$ cat config.mk
export PLATFORM = sky130hd
export DESIGN_NAME = osc_clock_control
export DESIGN_NICKNAME = d
export VERILOG_FILES = /design/src/osc_clk_pkg.sv /design/src/clk_glitchless_mux.sv /design/src/osc_clock_control.sv
export VERILOG_INCLUDE_DIRS = /design/src
export SDC_FILE = /design/constraint.sdc
export NUM_CORES = 1
export LEC_CHECK = 0
export ABC_CLOCK_PERIOD_IN_PS = 1980
export BUFFER_PORTS_ARGS = -buffer_cell sky130_fd_sc_hd__buf_2
export CELL_PAD_IN_SITES_DETAIL_PLACEMENT = 1
export CELL_PAD_IN_SITES_GLOBAL_PLACEMENT = 2
export CORE_UTILIZATION = 24
export DETAILED_ROUTE_END_ITERATION = 8
export GPL_ROUTABILITY_DRIVEN = 0
export PLACE_DENSITY = 0.8
export SETUP_SLACK_MARGIN = 0.2
export SYNTH_ARGS = -nofsm -noshare
export SYNTH_HDL_FRONTEND = slang
export SYNTH_SLANG_ARGS = --single-unit
$ cat constraint.sdc
create_clock -name CLK -period 1.98 [get_ports CLK]
set_input_delay 0.396 -clock CLK [delete_from_list [all_inputs] [get_ports CLK]]
set_output_delay 0.396 -clock CLK [all_outputs]
set_load 0.05 [all_outputs]
$ cat src/osc_clk_defines.svh
`ifndef OSC_CLK_DEFINES_SVH
`define OSC_CLK_DEFINES_SVH

// Register byte addresses
`define OSC_CTRL_ADDR      12'h014
`define OSC_RANGE_ADDR     12'h3C4
`define OSC_STATUS_ADDR    12'h018
`define OSC_ADDR_W         12

// Oscillator control fields
`define OSC_HEAVY_BIT      0
`define OSC_HF_EN_BIT      1
`define OSC_CPU_SEL_BIT    2
`define OSC_HF_RC_BIT      3
`define OSC_CTRL_RESET     4'h0

// Range and timer source fields
`define OSC_TSRC_BIT       0
`define OSC_RANGE_BIT      1
`define OSC_RANGE_RESET    2'h0

// Status fields
`define OSC_ST_ON_HF_BIT   0
`define OSC_ST_BUSY_BIT    1
`define OSC_ST_PEND_BIT    2

// Oscillator periods per instruction cycle
`define OSC_SYS_DIV        4

`endif

$ cat src/osc_clk_pkg.sv
package osc_clk_pkg;

    typedef struct packed {
        logic hf_rc;
        logic cpu_sel;
        logic hf_en;
        logic heavy_load;
    } osc_ctrl_t;

    typedef struct packed {
        logic range_high;
        logic timer_src;
    } rc_range_t;

    typedef enum logic [2:0] {
        RUN_LF,
        DRAIN_LF,
        WAIT_HF,
        RUN_HF,
        DRAIN_HF,
        WAIT_LF
    } mux_state_t;

endpackage

$ cat src/clk_glitchless_mux.sv
`timescale 1ns/10ps

module clk_glitchless_mux
(
    // Clock and reset
    input  wire logic CLK,
    input  wire logic ARST_N,
    input  wire logic CE,
    // Sources and request
    input  wire logic lf_level,
    input  wire logic hf_level,
    input  wire logic sel_hf,
    // Result
    output logic      clk_out,
    output logic      on_hf,
    output logic      busy
);

    osc_clk_pkg::mux_state_t state;

    // Switch only while the outgoing and incoming sources are low
    always_ff @(posedge CLK or negedge ARST_N)
    begin
        if (!ARST_N)
        begin
            state <= osc_clk_pkg::RUN_LF;
        end
        else if (CE)
        begin
            unique case (state)
                osc_clk_pkg::RUN_LF:
                    if (sel_hf)
                        state <= osc_clk_pkg::DRAIN_LF;
                osc_clk_pkg::DRAIN_LF:
                    if (!lf_level)
                        state <= osc_clk_pkg::WAIT_HF;
                osc_clk_pkg::WAIT_HF:
                    if (!hf_level)
                        state <= osc_clk_pkg::RUN_HF;
                osc_clk_pkg::RUN_HF:
                    if (!sel_hf)
                        state <= osc_clk_pkg::DRAIN_HF;
                osc_clk_pkg::DRAIN_HF:
                    if (!hf_level)
                        state <= osc_clk_pkg::WAIT_LF;
                osc_clk_pkg::WAIT_LF:
                    if (!lf_level)
                        state <= osc_clk_pkg::RUN_LF;
                default:
                    state <= osc_clk_pkg::RUN_LF;
            endcase
        end
    end

    // Gated output, forced low in the gap between sources
    always_ff @(posedge CLK or negedge ARST_N)
    begin
        if (!ARST_N)
        begin
            clk_out <= 1'b0;
        end
        else if (CE)
        begin
            unique case (state)
                osc_clk_pkg::RUN_LF,
                osc_clk_pkg::DRAIN_LF: clk_out <= lf_level;
                osc_clk_pkg::RUN_HF,
                osc_clk_pkg::DRAIN_HF: clk_out <= hf_level;
                default:               clk_out <= 1'b0;
            endcase
        end
    end

    assign on_hf = (state == osc_clk_pkg::RUN_HF)
                 | (state == osc_clk_pkg::DRAIN_HF)
                 | (state == osc_clk_pkg::WAIT_HF);
    assign busy  = (state != osc_clk_pkg::RUN_LF)
                 & (state != osc_clk_pkg::RUN_HF);

endmodule

$ cat src/osc_clock_control.sv
// The APB slave port was chosen for this implementation.
`timescale 1ns/10ps
`include "osc_clk_defines.svh"

module osc_clock_control
#(
    parameter int DIV = `OSC_SYS_DIV
)
(
    // Clock, reset and enable
    input  wire logic        CLK,
    input  wire logic        ARST_N,
    input  wire logic        CE,
    // APB slave
    input  wire logic        PSEL,
    input  wire logic        PENABLE,
    input  wire logic        PWRITE,
    input  wire logic [11:0] PADDR,
    input  wire logic [31:0] PWDATA,
    output logic      [31:0] PRDATA,
    output logic             PREADY,
    output logic             PSLVERR,
    // Oscillator levels
    input  wire logic        LF_OSC_LEVEL,
    input  wire logic        HF_OSC_LEVEL,
    // Oscillator controls
    output logic             LF_OSC_EN,
    output logic             HF_OSC_EN,
    output logic             HF_OSC_RC,
    output logic             RC_RANGE_HIGH,
    output logic             HEAVY_LOAD,
    // Clocks to the core and peripherals
    output logic             SYS_CLK,
    output logic             INST_CYCLE,
    output logic             PERIPH_CLK,
    output logic             TIMER_CLK,
    output logic             TIMER_SRC,
    output logic             CPU_ON_HF
);

    localparam int CW = (DIV > 2) ? $clog2(DIV) : 1;

    osc_clk_pkg::osc_ctrl_t ctrl;
    osc_clk_pkg::osc_ctrl_t next_ctrl;
    osc_clk_pkg::rc_range_t range;
    logic                   pending_off;
    logic                   mux_clk;
    logic                   mux_on_hf;
    logic                   mux_busy;
    logic                   mux_prev;
    logic                   mux_rise;
    logic [CW-1:0]          div_cnt;
    logic                   setup;
    logic                   access_wr;
    logic                   hit_ctrl;
    logic                   hit_range;
    logic                   hit_status;
    logic                   mapped;
    logic [3:0]             status;

    // APB decode
    assign setup      = PSEL & ~PENABLE;
    assign access_wr  = PSEL & PENABLE & PWRITE;
    assign hit_ctrl   = (PADDR == `OSC_CTRL_ADDR);
    assign hit_range  = (PADDR == `OSC_RANGE_ADDR);
    assign hit_status = (PADDR == `OSC_STATUS_ADDR);
    assign mapped     = hit_ctrl | hit_range | hit_status;
    assign PREADY     = 1'b1;
    assign next_ctrl  = osc_clk_pkg::osc_ctrl_t'(PWDATA[3:0]);

    assign status = {1'b0,
                     pending_off,
                     mux_busy,
                     mux_on_hf};

    // Read data and error captured in the setup cycle
    always_ff @(posedge CLK or negedge ARST_N)
    begin
        if (!ARST_N)
        begin
            PRDATA  <= 32'h0000_0000;
            PSLVERR <= 1'b0;
        end
        else if (CE && setup)
        begin
            PSLVERR <= ~mapped;
            if (!PWRITE && hit_ctrl)
                PRDATA <= {28'h000_0000, ctrl};
            else if (!PWRITE && hit_range)
                PRDATA <= {30'h0000_0000, range};
            else if (!PWRITE && hit_status)
                PRDATA <= {28'h000_0000, status};
            else
                PRDATA <= 32'h0000_0000;
        end
    end

    // Oscillator control register
    always_ff @(posedge CLK or negedge ARST_N)
    begin
        if (!ARST_N)
        begin
            ctrl <= osc_clk_pkg::osc_ctrl_t'(`OSC_CTRL_RESET);
        end
        else if (CE && access_wr && hit_ctrl)
        begin
            ctrl.hf_en      <= next_ctrl.hf_en;
            ctrl.cpu_sel    <= next_ctrl.cpu_sel;
            ctrl.hf_rc      <= next_ctrl.hf_rc;
            ctrl.heavy_load <= next_ctrl.heavy_load;
        end
    end

    // Range and timer source register
    always_ff @(posedge CLK or negedge ARST_N)
    begin
        if (!ARST_N)
        begin
            range <= osc_clk_pkg::rc_range_t'(`OSC_RANGE_RESET);
        end
        else if (CE && access_wr && hit_range)
        begin
            range.range_high <= PWDATA[`OSC_RANGE_BIT];
            range.timer_src  <= PWDATA[`OSC_TSRC_BIT];
        end
    end

    // Deferred stop of the fast oscillator; a new request wins
    always_ff @(posedge CLK or negedge ARST_N)
    begin
        if (!ARST_N)
        begin
            pending_off <= 1'b0;
        end
        else if (CE)
        begin
            if (access_wr && hit_ctrl && ctrl.hf_en
                && !next_ctrl.hf_en && !next_ctrl.cpu_sel
                && (ctrl.cpu_sel || mux_on_hf))
                pending_off <= 1'b1;
            else if (!mux_on_hf && !mux_busy && INST_CYCLE)
                pending_off <= 1'b0;
        end
    end

    // Glitch-free source switch
    clk_glitchless_mux u_mux
    (
        .CLK      (CLK),
        .ARST_N   (ARST_N),
        .CE       (CE),
        .lf_level (LF_OSC_LEVEL),
        .hf_level (HF_OSC_LEVEL),
        .sel_hf   (ctrl.cpu_sel),
        .clk_out  (mux_clk),
        .on_hf    (mux_on_hf),
        .busy     (mux_busy)
    );

    assign mux_rise = mux_clk & ~mux_prev;

    // Divide selected oscillator into instruction cycles
    always_ff @(posedge CLK or negedge ARST_N)
    begin
        if (!ARST_N)
        begin
            mux_prev   <= 1'b0;
            div_cnt    <= '0;
            SYS_CLK    <= 1'b0;
            INST_CYCLE <= 1'b0;
        end
        else if (CE)
        begin
            mux_prev   <= mux_clk;
            INST_CYCLE <= 1'b0;
            if (mux_rise)
            begin
                if (div_cnt == CW'(DIV - 1))
                begin
                    div_cnt    <= '0;
                    INST_CYCLE <= 1'b1;
                end
                else
                begin
                    div_cnt <= div_cnt + CW'(1);
                end
                SYS_CLK <= (div_cnt < CW'(DIV / 2));
            end
        end
    end

    // Oscillator controls and peripheral clocks
    always_ff @(posedge CLK or negedge ARST_N)
    begin
        if (!ARST_N)
        begin
            LF_OSC_EN     <= 1'b0;
            HF_OSC_EN     <= 1'b0;
            HF_OSC_RC     <= 1'b0;
            RC_RANGE_HIGH <= 1'b0;
            HEAVY_LOAD    <= 1'b0;
            PERIPH_CLK    <= 1'b0;
            TIMER_CLK     <= 1'b0;
            TIMER_SRC     <= 1'b0;
            CPU_ON_HF     <= 1'b0;
        end
        else if (CE)
        begin
            LF_OSC_EN     <= 1'b1;
            HF_OSC_EN     <= ctrl.hf_en | pending_off;
            HF_OSC_RC     <= ctrl.hf_rc;
            RC_RANGE_HIGH <= range.range_high;
            HEAVY_LOAD    <= ctrl.heavy_load;
            PERIPH_CLK    <= LF_OSC_LEVEL;
            TIMER_SRC     <= range.timer_src;
            TIMER_CLK     <= range.timer_src ? SYS_CLK
                                             : LF_OSC_LEVEL;
            CPU_ON_HF     <= mux_on_hf & ~mux_busy;
        end
    end

endmodule

==> impl_metrics.env, run 1 <==
export IMPL_antenna_cells=0
export IMPL_p_clk_frac=0.271
export IMPL_fmax_mhz=569
export IMPL_final_antenna_net_count=0
export IMPL_hold_violations=0
export IMPL_critPathRequiredTime_ns=2.16
export IMPL_ys_top_cells_by_area="dfrtp_1 (45%), buf_4 (13%), mux2_2 (6.8%), nor2_1 (4.1%), o21ai_0 (3.3%)"
export IMPL_vias=1354
export IMPL_synth_top_family_by_area="buffers and inverters"
export IMPL_multi_input_area_um2=753
export IMPL_syn_area_mm2=0.00167
export IMPL_antenna_found_initial=0
export IMPL_post_place_cells=295
export IMPL_setup_viol=0
export IMPL_critPathBufInv=1
export IMPL_r2r_cells=4
export IMPL_cts_clk_slew_worst_paths_ns=0.07
export IMPL_core_area_mm2=0.00676
export IMPL_end_kind="flip-flop"
export IMPL_yosys_area_share_simple=0.160
export IMPL_cts_tree="built"
export IMPL_die_h_um=85.4
export IMPL_final_cells=302
export IMPL_grt_max_degree=31
export IMPL_period_needed_ns=1.76
export IMPL_finish_instance_area_mm2=0.00195
export IMPL_fillers=819
export IMPL_synthMuxAreaShare=0.0795
export IMPL_vias_per_cell=4.48
export IMPL_ys_seq_elements=30
export IMPL_worst_slack_ns=0.223
export IMPL_numPortBuffers=39
export IMPL_numCtsBuffers=5
export IMPL_fin_skew_ns=0.00551
export IMPL_grt_total_usage=0.114
export IMPL_layout_drive_gt1_share=0.288
export IMPL_period_share=0.887
export IMPL_cp_slowest_stage_delay_ns=0.43
export IMPL_area_delta_synth_final_pct=17.0
export IMPL_synthAdderAreaFrac=0.0135
export IMPL_intPower_mw=1.07
export IMPL_hold_class="in -> async"
export IMPL_dr_pass1_iters=6
export IMPL_grt_pass1_wl_mm=6.36
export IMPL_fp_row_count=30
export IMPL_worst_ep_arrival_time_ns=1.94
export IMPL_ctsHoldBuffers=0
export IMPL_slew_headroom=0.543
export IMPL_yosysUniqueCellTypes=37
export IMPL_p_sw_frac=0.383
export IMPL_cp_depth=6
export IMPL_status="finished clean"
export IMPL_combPwrFrac=0.294
export IMPL_rsz0062_at_grt="true"
export IMPL_cts_max_path_buffers=2
export IMPL_cts_sinks=30
export IMPL_synth_cells=179
export IMPL_hpwl_mm=2.96
export IMPL_power_leakage_nw=0.945
export IMPL_die_area_mm2=0.00729
export IMPL_crit_chain="buf_2 -> or2_1 -> or4_4 -> or3_4 -> o221a_1 -> a311oi_1"
export IMPL_power_frac_seq=0.435
export IMPL_ys_warnings_count=0
export IMPL_path_class="in -> reg"
export IMPL_wl_per_cell_um=12.8
export IMPL_grt_pass1_vias=1284
export IMPL_worstPathMaxFanout=2
export IMPL_avgSynthCellArea_um2=9.32
export IMPL_grt_overflow=0
export IMPL_maxCapViolations=0
export IMPL_critPathSlowestCell="or4_4"
export IMPL_start_util=0.247
export IMPL_final_max_slew_viol_count=0
export IMPL_layout_common_cells="buf_2 (39), dfrtp_1 (30), conb_1 (29)"
export IMPL_critPathLaunchType="primary input"
export IMPL_fp_dieW_um=85.4
export IMPL_setup_tns_ns=0
export IMPL_route_detailed_drc=0
export IMPL_finalWirelength_mm=3.85
export IMPL_layout_commonest_cell="buf_2"
export IMPL_power_density_mw_per_mm2=885
export IMPL_synthDominantCellAreaShare=0.450
export IMPL_root_buffer="clkbuf_8"
export IMPL_first_iter_violations=49
export IMPL_seqCellArea_um2=751
export IMPL_place_area_mm2=0.00187
export IMPL_cp_top_family="simple AND/OR/NAND/NOR gates"
export IMPL_post_place_ws_ns=-0.131
export IMPL_h_tree_depth=2
export IMPL_switchingPower_mw=0.661
export IMPL_fin_nets=275
export IMPL_synthXorXnorAreaFrac=0.00525
export IMPL_insertion_delay_ns=0.28
export IMPL_irDropWorstVdd_mv=0.309
export IMPL_tightest_slew_ns=0.686
export IMPL_synth_compound_area_frac=0.125
export IMPL_ios=97
export IMPL_yosys_area_top_type="dfrtp_1"
export IMPL_seq_area_frac_synth=0.450
[worst paths after layout]
check,start,end,slack [ns]
worst max-delay path,PADDR[0],PRDATA[1],0.22
max in group asynchronous,ARST_N,u_mux.state[1],1.38
worst max register to register,u_mux.state[1],pending_off,0.35
min in group CLK,PWDATA[2],ctrl[2],0.34
worst min register to register,LF_OSC_EN,LF_OSC_EN,0.49
worst min-delay path,ARST_N,PSLVERR,0.16
[power by group through the flow]
stage	clock network, mW	registers (mW)	logic (mW)
after global placement	0	0.760	0.502
after CTS	0.483	0.751	0.517
after global routing	0.504	0.767	0.547
after floorplan	0	0.856	0.335
after detailed placement	0	0.763	0.514
final	0.467	0.751	0.508
[flip-flops by register name, indices dropped and copies added (netlist names), 2 cells and up]
signal,count
ctrl,4
u_mux.state,3
range,2
PRDATA,4
div_cnt,2
[routing by layer]
metal,wire (um),GRT usage,vias up
met5,0,0,-
met1,1720,0.146,661
met4,53,0.0500,0
li1,-,-,640
met2,1850,0.182,46
met3,223,0.0282,7
[metrics by stage]
stage	hold WS [ns]	total power, mW	util
5_1_grt	0.198	1.82	0.289
2_1_floorplan	0.100	1.19	-
6_report	0.156	1.73	0.289
3_3_place_gp	0.448	1.26	0.277
3_5_place_dp	0.479	1.28	0.277
4_1_cts	0.175	1.75	0.289
[layout make-up]
| class | count | area share |
|---|---|---|
| tap | 80 | 0.0513 |
| timing repair buffer | 46 | 0.127 |
| inverter | 6 | 0.0115 |
| multi-input combinational | 133 | 0.386 |
| sequential | 30 | 0.385 |
| clock buffer | 7 | 0.0391 |
[synthesized netlist by cell type (all sizes together)]
master	n
a2111oi	1
a21o	2
a21oi	8
a22o	1
a311o	1
a311oi	1
a31oi	3
a32o	1
a32oi	1
and3	2
buf	29
clkbuf	8
conb	2
dfrtp	30
ha	1
inv	6
maj3	1
mux2	10
mux2i	2
nand2	12
nand2b	1
nand3	10
nand4	1
nor2	18
nor2b	3
nor3	2
nor3b	1
nor4	2
o21a	1
o21ai	11
o221a	1
o22ai	1
or2	2
or3	1
or4	1
xor2	1
[timing repair]
item / 4_1_cts / 5_1_grt
pin swaps: 1 / 0
gates resized for setup: 1 / 0
setup buffers: 0 / 0
setup endpoints to repair: 1 / 1
[logic make-up after synthesis]
logic type | Yosys count
and+or+nand+nor | 56
buffers and inverters | 43
AOI/OAI and AO/OA | 33
DFF | 30
muxes | 12
adders and majority gates | 2
other | 2
xor gates and xnor gates | 1
Power figures use the tool's default switching activity.
==> run 2, diff against run 1 <==
Settings changed: ABC_AREA from default to 1, CORE_UTILIZATION 24 to 23, PLACE_DENSITY 0.8 to default, PLACE_DENSITY_LB_ADDON from default to 0.1.
==> impl_metrics.env, run 2 <==
export IMPL_status="finished clean"
export IMPL_hold_slack_ns=0.157
export IMPL_ys_warnings_count=0
export IMPL_fillers=935
export IMPL_finish_instance_area_mm2=0.00211
export IMPL_dr_pass1_iters=3
export IMPL_yosysUniqueCellTypes=29
export IMPL_slew_headroom=0.524
export IMPL_layout_commonest_cell="nand2_1"
export IMPL_hold_violations=0
export IMPL_ctsResizeCount=0
export IMPL_synthDominantCellAreaShare=0.415
export IMPL_cp_slowest_stage_delay_ns=0.36
export IMPL_place_area_mm2=0.00202
export IMPL_synth_most_common_cell="nand2_1"
export IMPL_ys_seq_elements=30
export IMPL_h_tree_depth=2
export IMPL_async_flop_share=1.00
export IMPL_power_total_mw=1.97
export IMPL_worstPathMaxFanout=2
export IMPL_die_h_um=90.7
export IMPL_p_sw_frac=0.414
export IMPL_irDropWorstVdd_mv=0.281
export IMPL_hold_class="in -> async"
export IMPL_setup_tns_ns=0
export IMPL_syn_area_mm2=0.00181
export IMPL_multi_input_area_um2=805
export IMPL_grt_total_usage=0.118
export IMPL_path_class="reg -> out"
export IMPL_cp_depth=1
export IMPL_yosys_area_top_type="dfrtp_1"
export IMPL_grt_pass1_vias=1498
export IMPL_wl_per_cell_um=11.4
export IMPL_avgSynthCellArea_um2=7.66
export IMPL_cp_top_family="flip-flops"
export IMPL_period_share=0.666
export IMPL_first_iter_violations=40
export IMPL_critPathSlowestCell="dfrtp_1"
export IMPL_ys_flop_type="dfrtp_1"
export IMPL_cts_clk_slew_worst_paths_ns=0.07
export IMPL_fp_dieW_um=90.7
export IMPL_setup_viol=0
export IMPL_root_buffer="clkbuf_8"
export IMPL_vias=1499
export IMPL_layout_common_cells="nand2_1 (67), buf_2 (39), dfrtp_1 (30)"
export IMPL_critPathBufInv=1
export IMPL_grt_pass1_wl_mm=7.49
export IMPL_fin_nets=333
export IMPL_layout_drive_gt1_share=0.235
export IMPL_period_needed_ns=1.32
export IMPL_top_regs="PRDATA x4, ctrl x4, u_mux.state x3"
export IMPL_fmax_mhz=758
export IMPL_numPortBuffers=39
export IMPL_power_density_mw_per_mm2=933
export IMPL_route_detailed_drc=0
export IMPL_post_cts_buffers=0
export IMPL_antenna_cells=0
export IMPL_ios=97
export IMPL_r2r_cells=7
export IMPL_start_util=0.244
export IMPL_synth_common_cells="nand2_1 (67), dfrtp_1 (30), buf_4 (29), inv_1 (29), o21ai_0 (15)"
export IMPL_cts_max_path_buffers=2
export IMPL_core_area_mm2=0.00741
export IMPL_post_place_ws_ns=0.441
export IMPL_tightest_slew_ns=0.714
export IMPL_grt_max_degree=31
export IMPL_synth_cells=236
export IMPL_seqCellArea_um2=751
export IMPL_final_max_slew_viol_count=0
export IMPL_vias_per_cell=3.94
export IMPL_synth_edf_count=0
export IMPL_cts_sinks=30
export IMPL_crit_chain="buf_2"
export IMPL_ctsHoldBuffers=0
export IMPL_worst_slack_ns=0.661
export IMPL_hpwl_mm=3.41
export IMPL_power_frac_seq=0.399
export IMPL_critPathRequiredTime_ns=1.58
export IMPL_area_delta_synth_final_pct=16.8
export IMPL_cts_tree="built"
export IMPL_switchingPower_mw=0.816
export IMPL_die_area_mm2=0.00822
export IMPL_combPwrFrac=0.332
export IMPL_worst_ep_arrival_time_ns=0.92
export IMPL_end_kind="primary output"
export IMPL_p_clk_frac=0.270
export IMPL_intPower_mw=1.15
export IMPL_fin_skew_ns=0.00635
export IMPL_seq_area_frac_synth=0.415
export IMPL_critPathLaunchType="flip-flop"
export IMPL_finalWirelength_mm=4.33
export IMPL_antenna_found_initial=0
export IMPL_insertion_delay_ns=0.29
export IMPL_fp_row_count=31
export IMPL_grt_overflow=0
export IMPL_maxCapViolations=0
export IMPL_final_antenna_net_count=0
export IMPL_rsz0062_at_grt="false"
export IMPL_numCtsBuffers=5
export IMPL_ys_top_cells_by_area="dfrtp_1 (42%), nand2_1 (14%), buf_4 (12%), inv_1 (6.0%), o21ai_0 (4.2%)"
export IMPL_power_leakage_nw=1.16
-- run 2: cell types whose count changed after synthesis, sizes merged, moves of 3 or more --
cell,change
inv,+27
o21ai,+9
nor2b,-3
nand2,+58
a31oi,-3
nand4,+8
clkbuf,-7
mux2,-10
-- run 2: kinds of logic (layout without fill, tap and decap cells) --
logic type | after synthesis | count (layout) | synth area share
and+or+nand+nor | 109 | 109 | 0.294
buffers and inverters | 65 | 83 | 0.196
DFF | 30 | 30 | 0.415
AOI/OAI and AO/OA | 29 | 29 | 0.0837
other | 2 | 29 | 0.00415
adders and majority gates | 1 | 1 | 0.00692
-- run 2: worst paths after layout --
path	slack, ns	end	from
setup / recovery	0.66	HEAVY_LOAD	HEAVY_LOAD
hold / removal	0.16	CPU_ON_HF	ARST_N
setup reg to reg	0.73	u_mux.state[1]	u_mux.state[0]
hold reg to reg	0.47	LF_OSC_EN	LF_OSC_EN
max in group asynchronous	1.36	ctrl[2]	ARST_N
min in group CLK	0.36	ctrl[3]	PWDATA[3]
-- run 2: final cells by class --
class	instances	area share
Multi-Input combinational cell	168	0.381
Sequential cell	30	0.355
Timing Repair Buffer	41	0.0995
Inverter	34	0.0604
Tap cell	99	0.0586
Clock buffer	6	0.0391
Clock inverter	2	0.00592
-- run 2: routing by layer --
layer / vias up / part of all wire / track usage
met5: - / 0 / 0
li1: 765 / - / -
met1: 686 / 0.50 / 0.160
met3: 8 / 0.038 / 0.0261
met4: 0 / 0.013 / 0.0403
met2: 40 / 0.45 / 0.182
-- run 2: stage by stage --
step,cells,util
3_5_place_dp,372,0.272
6_report,380,0.285
2_1_floorplan,263,-
3_3_place_gp,372,0.272
5_1_grt,380,0.285
4_1_cts,380,0.285
-- run 2: power by group through the flow --
| stage | Clock, mW | Combinational [mW] | Sequential, mW |
|---|---|---|---|
| 6_report | 0.532 | 0.653 | 0.785 |
| 4_1_cts | 0.561 | 0.672 | 0.788 |
| 3_5_place_dp | 0 | 0.673 | 0.798 |
| 5_1_grt | 0.581 | 0.744 | 0.805 |
| 2_1_floorplan | 0 | 0.459 | 0.880 |
| 3_3_place_gp | 0 | 0.667 | 0.798 |
